===== config.mk =====
export PLATFORM = sky130hd
export DESIGN_NAME = mbr_core
export DESIGN_NICKNAME = d
export VERILOG_FILES = /design/src/hw/mbr_pkg.sv /design/src/hw/mbr_core.sv
export SDC_FILE = /design/constraint.sdc
export NUM_CORES = 1
export LEC_CHECK = 0
export ABC_AREA = 1
export CORE_MARGIN = 2
export CORE_UTILIZATION = 60
export CTS_BUF_LIST = sky130_fd_sc_hd__clkbuf_16
export DETAILED_ROUTE_END_ITERATION = 10
export DONT_BUFFER_PORTS = 1
export GPL_TIMING_DRIVEN = 1
export PLACE_DENSITY = 0.76
export SKIP_CTS_REPAIR_TIMING = 1
export SLEW_MARGIN = 10
export SYNTH_ARGS = -nofsm -noshare
export SYNTH_HDL_FRONTEND = slang
export SYNTH_SLANG_ARGS = --single-unit
export TNS_END_PERCENT = 30

===== constraint.sdc =====
create_clock -name clk_i -period 2.68 [get_ports clk_i]
set_input_delay 0.536 -clock clk_i [delete_from_list [all_inputs] [get_ports clk_i]]
set_output_delay 0.536 -clock clk_i [all_outputs]
set_load 0.01 [all_outputs]

===== src/hw/mbr_pkg.sv =====
// Package for the macroblock inline record unpack and stream-out pack block.
// Assumes a 32-bit record word path and a 32-bit byte-addressed memory write port.
package mbr_pkg;
	// Intra availability byte
	localparam int AV_LEFT_ROW8   = 7;
	localparam int AV_LEFT_UPPER  = 6;
	localparam int AV_LEFT_LOWER  = 5;
	localparam int AV_TOP         = 4;
	localparam int AV_TOP_RIGHT   = 3;
	localparam int AV_TOP_LEFT    = 2;
	localparam int AV_CHROMA_LSB  = 0;
	// Inter word 4 fields
	localparam int W4_UV_LSB      = 16;
	localparam int W4_PRED_LSB    = 8;
	localparam int W4_SHAPE_LSB   = 0;
	// Reference byte fields
	localparam int REF_FMT_BIT    = 7;
	localparam int REF_BTI_LSB    = 1;
	// Stream-out word 0 fields
	localparam int SO_MVCNT_LSB   = 24;
	localparam int SO_MVFMT_LSB   = 20;
	localparam int SO_DCPAT_LSB   = 17;
	localparam int SO_XFORM_BIT   = 15;
	localparam int SO_FIELD_BIT   = 14;
	localparam int SO_INTRA_BIT   = 13;
	localparam int SO_MBTYPE_LSB  = 8;
	localparam int SO_IMODE_LSB   = 4;
	// Record geometry
	localparam logic [31:0] SO_REC_BYTES = 32'h00000040;
	localparam logic [3:0]  SO_REC_WORDS = 4'hF;
	// Register map
	localparam logic [7:0] REG_CTRL    = 8'h00;
	localparam logic [7:0] REG_BASE    = 8'h04;
	localparam logic [7:0] REG_STATUS  = 8'h08;
	localparam logic [7:0] REG_MBCOUNT = 8'h0C;
	localparam logic [1:0] CTRL_RST    = 2'h0;
	localparam logic [31:0] BASE_RST   = 32'h00000000;
	// Prediction mode codes
	localparam logic [1:0] PM_L0 = 2'h0;
	localparam logic [1:0] PM_L1 = 2'h1;
	localparam logic [1:0] PM_BI = 2'h2;
	localparam logic [1:0] PM_XX = 2'h3;
	typedef enum logic [2:0] {
		MBR_PM_LIST0,
		MBR_PM_LIST1,
		MBR_PM_BI,
		MBR_PM_INTRA,
		MBR_PM_DIRECT
	} mbr_pred_e;
	typedef enum {
		MBR_IDLE,
		MBR_WRITE
	} mbr_state_e;
endpackage

===== src/hw/mbr_core.sv =====
// Inline record unpack and per-macroblock stream-out record pack.
// Assumes a classic Wishbone master for registers and a memory port that stalls by ready.
`timescale 1ns/1ps
`default_nettype none
module mbr_core (
	input  wire logic        clk_i,
	input  wire logic        rst_i,
	// Wishbone slave
	input  wire logic        wb_cyc_i,
	input  wire logic        wb_stb_i,
	input  wire logic        wb_we_i,
	input  wire logic [7:0]  wb_adr_i,
	input  wire logic [3:0]  wb_sel_i,
	input  wire logic [31:0] wb_dat_i,
	output logic      [31:0] wb_dat_o,
	output logic             wb_ack_o,
	// Inline record words
	input  wire logic [7:0]  avail_byte_i,
	input  wire logic [31:0] inter_w4_i,
	input  wire logic [31:0] inter_w5_i,
	input  wire logic [31:0] inter_w6_i,
	input  wire logic        vc1_mode_i,
	output logic             left_row8_avail_o,
	output logic             left_upper_avail_o,
	output logic             left_lower_avail_o,
	output logic             top_avail_o,
	output logic             top_right_avail_o,
	output logic             top_left_avail_o,
	output logic      [1:0]  chroma_intra_selector_o,
	output logic      [7:0]  chroma_xform_types_o,
	output logic      [11:0] subblock_pred_kind_o,
	output logic      [7:0]  subblock_partition_shapes_o,
	output logic      [7:0]  luma_xform_types_o,
	output logic      [15:0] partition_width_o,
	output logic      [15:0] partition_height_o,
	output logic      [15:0] list0_bind_index_o,
	output logic      [15:0] list1_bind_index_o,
	output logic      [7:0]  ref_format_ok_o,
	// Per-macroblock stream-out request
	input  wire logic        so_valid_i,
	output logic             so_ready_o,
	input  wire logic [7:0]  packed_mv_count_i,
	input  wire logic [2:0]  mv_layout_format_i,
	input  wire logic [2:0]  coded_dc_pattern_i,
	input  wire logic        xform_size_flag_i,
	input  wire logic        field_mb_flag_i,
	input  wire logic        intra_flag_i,
	input  wire logic [4:0]  mb_type_short_i,
	input  wire logic [1:0]  intra_mb_kind_i,
	// Memory write port
	output logic             mem_valid_o,
	input  wire logic        mem_ready_i,
	output logic      [31:0] mem_addr_o,
	output logic      [31:0] mem_data_o
);
	// Unpack: registered so data outputs come from flip-flops
	logic [7:0]  av_r;
	logic [31:0] w4_r;
	logic [31:0] w5_r;
	logic [31:0] w6_r;
	logic        vc1_r;
	always_ff @(posedge clk_i) begin
		if (rst_i) begin
			av_r  <= 8'h00;
			w4_r  <= 32'h00000000;
			w5_r  <= 32'h00000000;
			w6_r  <= 32'h00000000;
			vc1_r <= 1'b0;
		end else begin
			av_r  <= avail_byte_i;
			w4_r  <= inter_w4_i;
			w5_r  <= inter_w5_i;
			w6_r  <= inter_w6_i;
			vc1_r <= vc1_mode_i;
		end
	end

	assign left_row8_avail_o  = av_r[mbr_pkg::AV_LEFT_ROW8];
	assign left_upper_avail_o = av_r[mbr_pkg::AV_LEFT_UPPER];
	assign left_lower_avail_o = av_r[mbr_pkg::AV_LEFT_LOWER];
	assign top_avail_o        = av_r[mbr_pkg::AV_TOP];
	assign top_right_avail_o  = av_r[mbr_pkg::AV_TOP_RIGHT];
	assign top_left_avail_o   = av_r[mbr_pkg::AV_TOP_LEFT];
	assign chroma_intra_selector_o = av_r[mbr_pkg::AV_CHROMA_LSB +: 2];
	// Outside VC-1 the producer writes zero here; forced to zero anyway
	assign chroma_xform_types_o = vc1_r ? w4_r[mbr_pkg::W4_UV_LSB +: 8] : 8'h00;
	// Shapes pass unchanged outside VC-1 and read zero in VC-1; producer zeroes them for non-BP_8x8
	assign subblock_partition_shapes_o = vc1_r ? 8'h00 : w4_r[mbr_pkg::W4_SHAPE_LSB +: 8];
	assign luma_xform_types_o = vc1_r ? w4_r[mbr_pkg::W4_SHAPE_LSB +: 8] : 8'h00;

	genvar b;
	generate
		for (b = 0; b < 4; b++) begin : g_blk
			wire logic [1:0] pm = w4_r[mbr_pkg::W4_PRED_LSB + 2*b +: 2];
			wire logic [1:0] sh = w4_r[mbr_pkg::W4_SHAPE_LSB + 2*b +: 2];
			mbr_pkg::mbr_pred_e kind;
			always_comb begin
				case (pm)
					mbr_pkg::PM_L0: kind = mbr_pkg::MBR_PM_LIST0;
					mbr_pkg::PM_L1: kind = mbr_pkg::MBR_PM_LIST1;
					mbr_pkg::PM_BI: kind = mbr_pkg::MBR_PM_BI;
					default:        kind = vc1_r ? mbr_pkg::MBR_PM_INTRA : mbr_pkg::MBR_PM_DIRECT;
				endcase
			end
			assign subblock_pred_kind_o[3*b +: 3] = kind;
			// Bit 1 narrows width, bit 0 narrows height
			assign partition_width_o[4*b +: 4]  = sh[1] ? 4'h4 : 4'h8;
			assign partition_height_o[4*b +: 4] = sh[0] ? 4'h4 : 4'h8;
			wire logic [7:0] r0 = w5_r[8*b +: 8];
			wire logic [7:0] r1 = w6_r[8*b +: 8];
			assign list0_bind_index_o[4*b +: 4] = r0[mbr_pkg::REF_BTI_LSB +: 4];
			assign list1_bind_index_o[4*b +: 4] = r1[mbr_pkg::REF_BTI_LSB +: 4];
			// Flags a byte that meets the frame-store format contract
			assign ref_format_ok_o[b]     = r0[mbr_pkg::REF_FMT_BIT] & (r0[6:5] == 2'h0);
			assign ref_format_ok_o[b + 4] = r1[mbr_pkg::REF_FMT_BIT] & (r1[6:5] == 2'h0);
		end
	endgenerate

	// Registers
	logic [1:0]  ctrl_r;
	logic [31:0] base_r;
	logic [31:0] mb_idx_r;
	logic        ack_r;
	logic        fmt_err_r;
	wire  logic  so_en   = ctrl_r[0];
	wire  logic  idx_clr = ctrl_r[1];
	wire  logic  wb_req  = wb_cyc_i & wb_stb_i & ~ack_r;
	wire  logic  wb_wr   = wb_req & wb_we_i;
	wire  logic  hit_ctrl = wb_adr_i == mbr_pkg::REG_CTRL;
	wire  logic  hit_base = wb_adr_i == mbr_pkg::REG_BASE;
	wire  logic  hit_stat = wb_adr_i == mbr_pkg::REG_STATUS;
	wire  logic  hit_cnt  = wb_adr_i == mbr_pkg::REG_MBCOUNT;
	wire  logic [31:0] sel_mask = {{8{wb_sel_i[3]}}, {8{wb_sel_i[2]}}, {8{wb_sel_i[1]}}, {8{wb_sel_i[0]}}};
	wire  logic [31:0] base_nxt = (base_r & ~sel_mask) | (wb_dat_i & sel_mask);
	mbr_pkg::mbr_state_e state_r;
	wire  logic  busy = state_r == mbr_pkg::MBR_WRITE;
	wire  logic [31:0] rd_mux = hit_ctrl ? {30'h0, ctrl_r} :
	                            hit_base ? base_r :
	                            hit_stat ? {30'h0, fmt_err_r, busy} :
	                            hit_cnt  ? mb_idx_r : 32'h00000000;

	always_ff @(posedge clk_i) begin
		if (rst_i) begin
			ack_r    <= 1'b0;
			wb_dat_o <= 32'h00000000;
			ctrl_r   <= mbr_pkg::CTRL_RST;
			base_r   <= mbr_pkg::BASE_RST;
		end else begin
			ack_r    <= wb_req;
			wb_dat_o <= wb_req ? rd_mux : wb_dat_o;
			if (wb_wr && hit_ctrl && wb_sel_i[0])
				ctrl_r <= wb_dat_i[1:0];
			else
				ctrl_r[1] <= 1'b0;
			if (wb_wr && hit_base)
				base_r <= base_nxt;
		end
	end
	assign wb_ack_o = ack_r;

	// Sticky format error, set wins over write-one clear
	wire logic fmt_bad = ~(&ref_format_ok_o);
	wire logic fmt_clr = wb_wr & hit_stat & wb_sel_i[0] & wb_dat_i[1];
	always_ff @(posedge clk_i) begin
		if (rst_i)
			fmt_err_r <= 1'b0;
		else
			fmt_err_r <= fmt_bad | (fmt_err_r & ~fmt_clr);
	end

	// Stream-out packer
	logic [3:0]  word_r;
	logic [31:0] w0_r;
	wire  logic [31:0] w0_nxt = {packed_mv_count_i, 1'b0, mv_layout_format_i, coded_dc_pattern_i, 1'b0,
	                             xform_size_flag_i, field_mb_flag_i, intra_flag_i,
	                             mb_type_short_i, 2'b00, intra_mb_kind_i, 4'h0};
	// Index times record size, record size a power of two in practice
	wire  logic [31:0] rec_off  = mb_idx_r * mbr_pkg::SO_REC_BYTES;
	wire  logic        take     = so_valid_i & so_en & ~busy;
	wire  logic        beat     = busy & mem_ready_i;
	wire  logic        last     = beat & (word_r == mbr_pkg::SO_REC_WORDS);
	// Every accepted macroblock gets a whole record; none is dropped
	assign so_ready_o  = so_en & ~busy;
	assign mem_valid_o = busy;

	always_ff @(posedge clk_i) begin
		if (rst_i) begin
			state_r    <= mbr_pkg::MBR_IDLE;
			word_r     <= 4'h0;
			w0_r       <= 32'h00000000;
			mb_idx_r   <= 32'h00000000;
			mem_addr_o <= 32'h00000000;
			mem_data_o <= 32'h00000000;
		end else begin
			case (state_r)
				mbr_pkg::MBR_IDLE: begin
					if (idx_clr)
						mb_idx_r <= 32'h00000000;
					if (take) begin
						state_r    <= mbr_pkg::MBR_WRITE;
						word_r     <= 4'h0;
						w0_r       <= w0_nxt;
						mem_addr_o <= base_r + rec_off;
						mem_data_o <= w0_nxt;
					end
				end
				mbr_pkg::MBR_WRITE: begin
					if (beat) begin
						word_r     <= word_r + 4'h1;
						mem_addr_o <= mem_addr_o + 32'h00000004;
						// Fields past word 0 are not produced here and write as zero
						mem_data_o <= 32'h00000000;
					end
					if (last) begin
						state_r  <= mbr_pkg::MBR_IDLE;
						mb_idx_r <= mb_idx_r + 32'h00000001;
					end
				end
				default: state_r <= mbr_pkg::MBR_IDLE;
			endcase
		end
	end
endmodule
`default_nettype wire


==> Word level (Yosys, flattened, before mapping) <==
Index checks and enable logic that the tools add are counted.
{ "op_classes": {"addsub": 4, "n_eq_ne": 18, "muxes": 35, "n_bitwise": 30, "n_reduce_logical": 23} }
{ "op_table": {"columns": ["cell", "n"], "rows": [
  ["32-bit 2-to-1 mux", 12],
  ["32-bit one-hot mux with 2 select lines", 4],
  ["32-bit AND", 2],
  ["4-bit 2-to-1 mux", 10],
  ["3-bit one-hot mux with 3 select lines", 4],
  ["32-bit by 1-bit adder with 32-bit output (second input constant)", 1],
  ["32-bit by 3-bit adder with 32-bit output (second input constant)", 1],
  ["32-bit adder", 1],
  ["32-bit by 1-bit == test with 1-bit output (second input constant)", 1],
  ["32-bit by 2-bit == test with 1-bit output (second input constant)", 1],
  ["32-bit logical NOT", 1],
  ["32-bit NOT", 1],
  ["32-bit bitwise OR", 1],
  ["2-bit logical NOT", 12],
  ["8-bit 2-to-1 mux", 3],
  ["1-bit AND", 20],
  ["8-bit by 4-bit == test with 1-bit output (second input constant)", 2],
  ["2-bit by 1-bit == test with 1-bit output (second input constant)", 4],
  ["2-bit == test (second input constant)", 4],
  ["8-bit by 3-bit == test with 1-bit output (second input constant)", 1],
  ["8-bit logical NOT", 1],
  ["2-bit inequality test (second input constant)", 4],
  ["4-bit one-hot mux with 2 select lines", 1],
  ["8-bit AND reduction", 1],
  ["other kinds (10)", 17]
]} }
{ "totals": {"register_bits": 297, "output_inout_bits": 215, "word_cells": 126} }

==> Longest topological paths before layout <==
{ "logic_depth": {"depth_word": 9, "mapped_depth": 14, "depth_no_buf": 14} }

==> Worst setup path before layout <==
Ideal clock, no wire load.
{ "synth_timing": {"path_type": "register to register", "startpoint": "register mb_idx_r[0]", "endpoint": "register mem_addr_o[24]", "setup_time_ns": 0.070, "arrival_time_ns": 1.747, "required_time_ns": 2.610, "path_slack_ns": 0.864, "path_stages_with_launch": 14, "n_path_buf": 0, "period_less_slack_ns": 1.816, "cell_sequence": "dfxtp_1 -> ha_1 -> fa_1 -> nand2_1 -> nand3_1 -> nand3_1 -> nand2_1 -> nand2_1 -> nand2_1 -> nand2_1 -> nand2_1 -> nand2_1 -> nand3_1 -> a21oi_1"} }
{ "synth_via": {"elab_chain_len": 3} }
{ "synth_rtl": {"columns": ["element", "line_no", "rtl"], "rows": [
  ["start, declared", "mbr_core.sv:122", "logic [31:0] mb_idx_r;"],
  ["start signal, assigned", "mbr_core.sv:216", "mb_idx_r <= mb_idx_r + 32'h00000001;"],
  ["32-bit adder", "mbr_core.sv:203", "mem_addr_o <= base_r + rec_off;"],
  ["32-bit 2-to-1 mux", "mbr_core.sv:199", "if (take) begin"],
  ["32-bit one-hot mux with 2 select lines", "mbr_core.sv:195", "case (state_r)"],
  ["end signal, assigned", "mbr_core.sv:203", null],
  ["end signal, assigned", "mbr_core.sv:210", "mem_addr_o <= mem_addr_o + 32'h00000004;"],
  ["end, declared", "mbr_core.sv:53", "output logic [31:0] mem_addr_o,"]
]} }
Every way passes these cells. The select of a mux whose other input is x is not followed.
A chain may end at the register's enable or synchronous reset.

==> Worst setup path in the final report <==
{ "layout_timing": {"startpoint": "register vc1_r", "endpoint": "output subblock_pred_kind_o[9]"} }
{ "layout_via": {"elab_chain_len": 2} }
{ "layout_rtl": {"columns": ["element", "line_no", "rtl"], "rows": [
  ["start, declared", "mbr_core.sv:61", "logic vc1_r;"],
  ["start signal, assigned", "mbr_core.sv:74", "vc1_r <= vc1_mode_i;"],
  ["3-bit 2-to-1 mux", "mbr_core.sv:102", "default: kind = vc1_r ? mbr_pkg::MBR_PM_INTRA : mbr_pkg::MBR_PM_DIRECT;"],
  ["3-bit one-hot mux with 3 select lines", "mbr_core.sv:98", "case (pm)"],
  ["end, declared", "mbr_core.sv:31", "output logic [11:0] subblock_pred_kind_o,"]
]} }
Every way passes these cells.

==> impl_results.md <==
* Tcrit/Tclk final at 87.3%
* Final wirelength at 37800 µm
* Placed cell areas at 12900 µm²
* Final worst slack at 0.340 ns
* Cells after DPL at 2175
* Global routing met3 resource utilization at 7.16%
* # H-tree levels at 1
* Synthesis warning total at 0
* Synth unique cells at 49
* Pre-CTS setup slack at 0.520 ns
* Clock slew at reported path FFs at 0.06 ns
* Die area at 23100 µm²
* Seq cells post-synth at 250
* Initial Util at 60.7%
* Final Instance Area at 13700 µm²
* Vias post-DR at 12100
* Worst setup path class: flip-flop to output pin
* Outcome: completed
* Vias in the first global route at 11100
* Power Density at 551 nW/µm²
* Initial antenna violation count at 2
* Post-synth top area share at 38.1%
* Seq pwr share at 50.9%
* Routed wire per std cell at 17.0 µm
* Mapped Avg Cell Area at 6.62 µm²
* Max-Cap Viols at 0
* Core Area at 21600 µm²
* Design Power at 7.56 mW
* I/O pin cnt at 395
* Most common cell after layout, fill and taps aside: nand2_1
* Final hold viol count at 0
* WP buf/inv at 1
* DRC Markers at 0
* Commonest non-fill, non-tap cells in the layout: nand2_1 (490), inv_1 (323), dfxtp_1 (249)
* Die Width at 152 µm
* CP max stage cell: dfxtp_1
* Via density at 5.45
* 1st-pass router iterations at 5
* Die height at 152 µm
* Non-Filler Instances at 2222
* DP HPWL at 28800 µm
* Slew Viols, Final at 0
* Largest area contributor in the netlist: dfxtp_1
* 1st-iter DRT viols at 883
* TritonCTS buffer count at 25
* Max Fclk at 427 MHz
* Pin count of the biggest net entering global routing at 168
* Syn Inst Count at 1983
* Seq/Total Area, Yosys at 38.1%
* Crit path cell chain: inv_1 -> a21oi_1
* Tot GR Track Use at 30.9%
* P&R area growth vs syn at 4.58%
* Arr. time, crit path at 1.80 ns
* Sw Ratio at 22.7%
* Maximum clock insertion buffer count at 3
* Final setup violating endpoints at 0
* Fin util at 63.5%
* Lkg Pwr at 6.28 nW
* Clk_skew at 0.0292 ns
* Switch Pwr at 1.71 mW
* HP Class: input port to flip-flop
* Startpoint Class: flip-flop
* CTS Sinks at 250
* Worst path required time at 2.14 ns
* Critical Path Fanout Max at 16
* Slew HR at 38.5%
* Ratio of cells with drive above 1 in the final layout at 4.79%
* P_int at 5.85 mW
* Port buffer count at 0
* First-pass GRT wire length at 58700 µm
* RSZ-0062 raised after global routing: false
* Worst VDD drop at 0.658 mV
* CP endpoint kind: output pin
* Area contributors post-synth: dfxtp_1 (38%), nand2_1 (14%), inv_1 (9.2%)
* Gpl congestion at 1.01
* Most Used Layer, Global Route: met2
* Root buf cell: clkbuf_16
* Comb pwr share at 2.8%
* Nets@finish at 2131
* Delay-heaviest family, CP: flip-flops
* Setup TNS Final at 0 ns
* GRT overflow at 0
* Met1 Use GR at 40.8%
* CP max stage delay at 0.68 ns
* CTS tree: yes
* Final min period at 2.34 ns
* GRT met2 Usage at 50.4%
* Worst slew pin tran at 0.922 ns
* Synth Cell Area at 13100 µm²
* Hold slack at 0.0681 ns
* Antenna-violating nets left at 0
* Clock Latency Late Sink at 0.54 ns
* Clock power frac at 46.3%
* Cell row count at 54
cell type report:
| class | count | area, µm² |
|---|---|---|
| antenna | 1 | 2.50 |
| multi-input combinational | 1297 | 6170 |
| timing repair buffer | 18 | 135 |
| clock buffer | 25 | 626 |
| fill | 2038 | 7900 |
| inverter | 330 | 1240 |
| clock inverter | 21 | 191 |
| tap | 280 | 350 |
| sequential | 250 | 5010 |
final timing paths:
path                     start                 endpoint  slack (ns)  cells past startpoint
setup reg to reg  mb_idx_r[17]           mem_addr_o[25]        0.58                      9
hold / removal           rst_i                 w6_r[25]        0.07                      1
hold reg to reg      fmt_err_r                fmt_err_r        0.47                      2
setup / recovery         vc1_r  subblock_pred_kind_o[9]        0.34                      2
metal layers:
metal	part of all wire, %	vias to the layer above
met5	0.042	-
met4	3.1	2
met3	8.9	85
met2	46	544
met1	42	5453
li1	-	6028
worst register-to-register path: stages, from the launching register on:
cell and delay, ns:
dfxtp_1 0.43, ha_1 0.44, nand2_1 0.11, nor2_1 0.24
nand2_1 0.13, nor2_1 0.14, nand3_1 0.14, nand4_1 0.12
nand3_1 0.11, a21oi_1 0.16
logic make-up (layout without fill, tap and decap cells):
group,Yosys count,in the layout,share of synthesized area (%)
simple gates,916,916,29.8
buf+inv,459,394,15.5
compound gates,309,309,12.4
flops,250,250,38.1
fa+ha+maj,29,29,2.82
xor+xnor,18,18,1.20
other cells,1,25,0.0286
mux,1,1,0.0763
cells in the mapped netlist, drive strengths merged:
cell     number
nand3        91
xnor2         4
nand4        34
a211oi        4
inv         328
fa            1
a31oi         7
o21ai        91
clkinv        2
a21oi       178
xor2         14
or2           2
dfxtp       250
ha           28
o21bai        1
clkbuf       37
a21o          1
nor3         46
nor3b         8
buf          92
a2bb2oi       1
conb          1
a22o          2
mux2i         1
nor4          4
nand2       501
o21a          1
o22ai        19
o211ai        4
and2          1
nand3b        5
nor2        224
power by group through the flow:
stage,Combinational [mW],Clock [mW],Sequential [mW]
after detailed placement,0.208,0,3.93
after global routing,0.236,3.67,3.86
final,0.209,3.50,3.85
after floorplan,0.291,0,3.90
after CTS,0.209,3.55,3.85
after global placement,0.201,0,3.93
(Power assumes the default switching activity.)
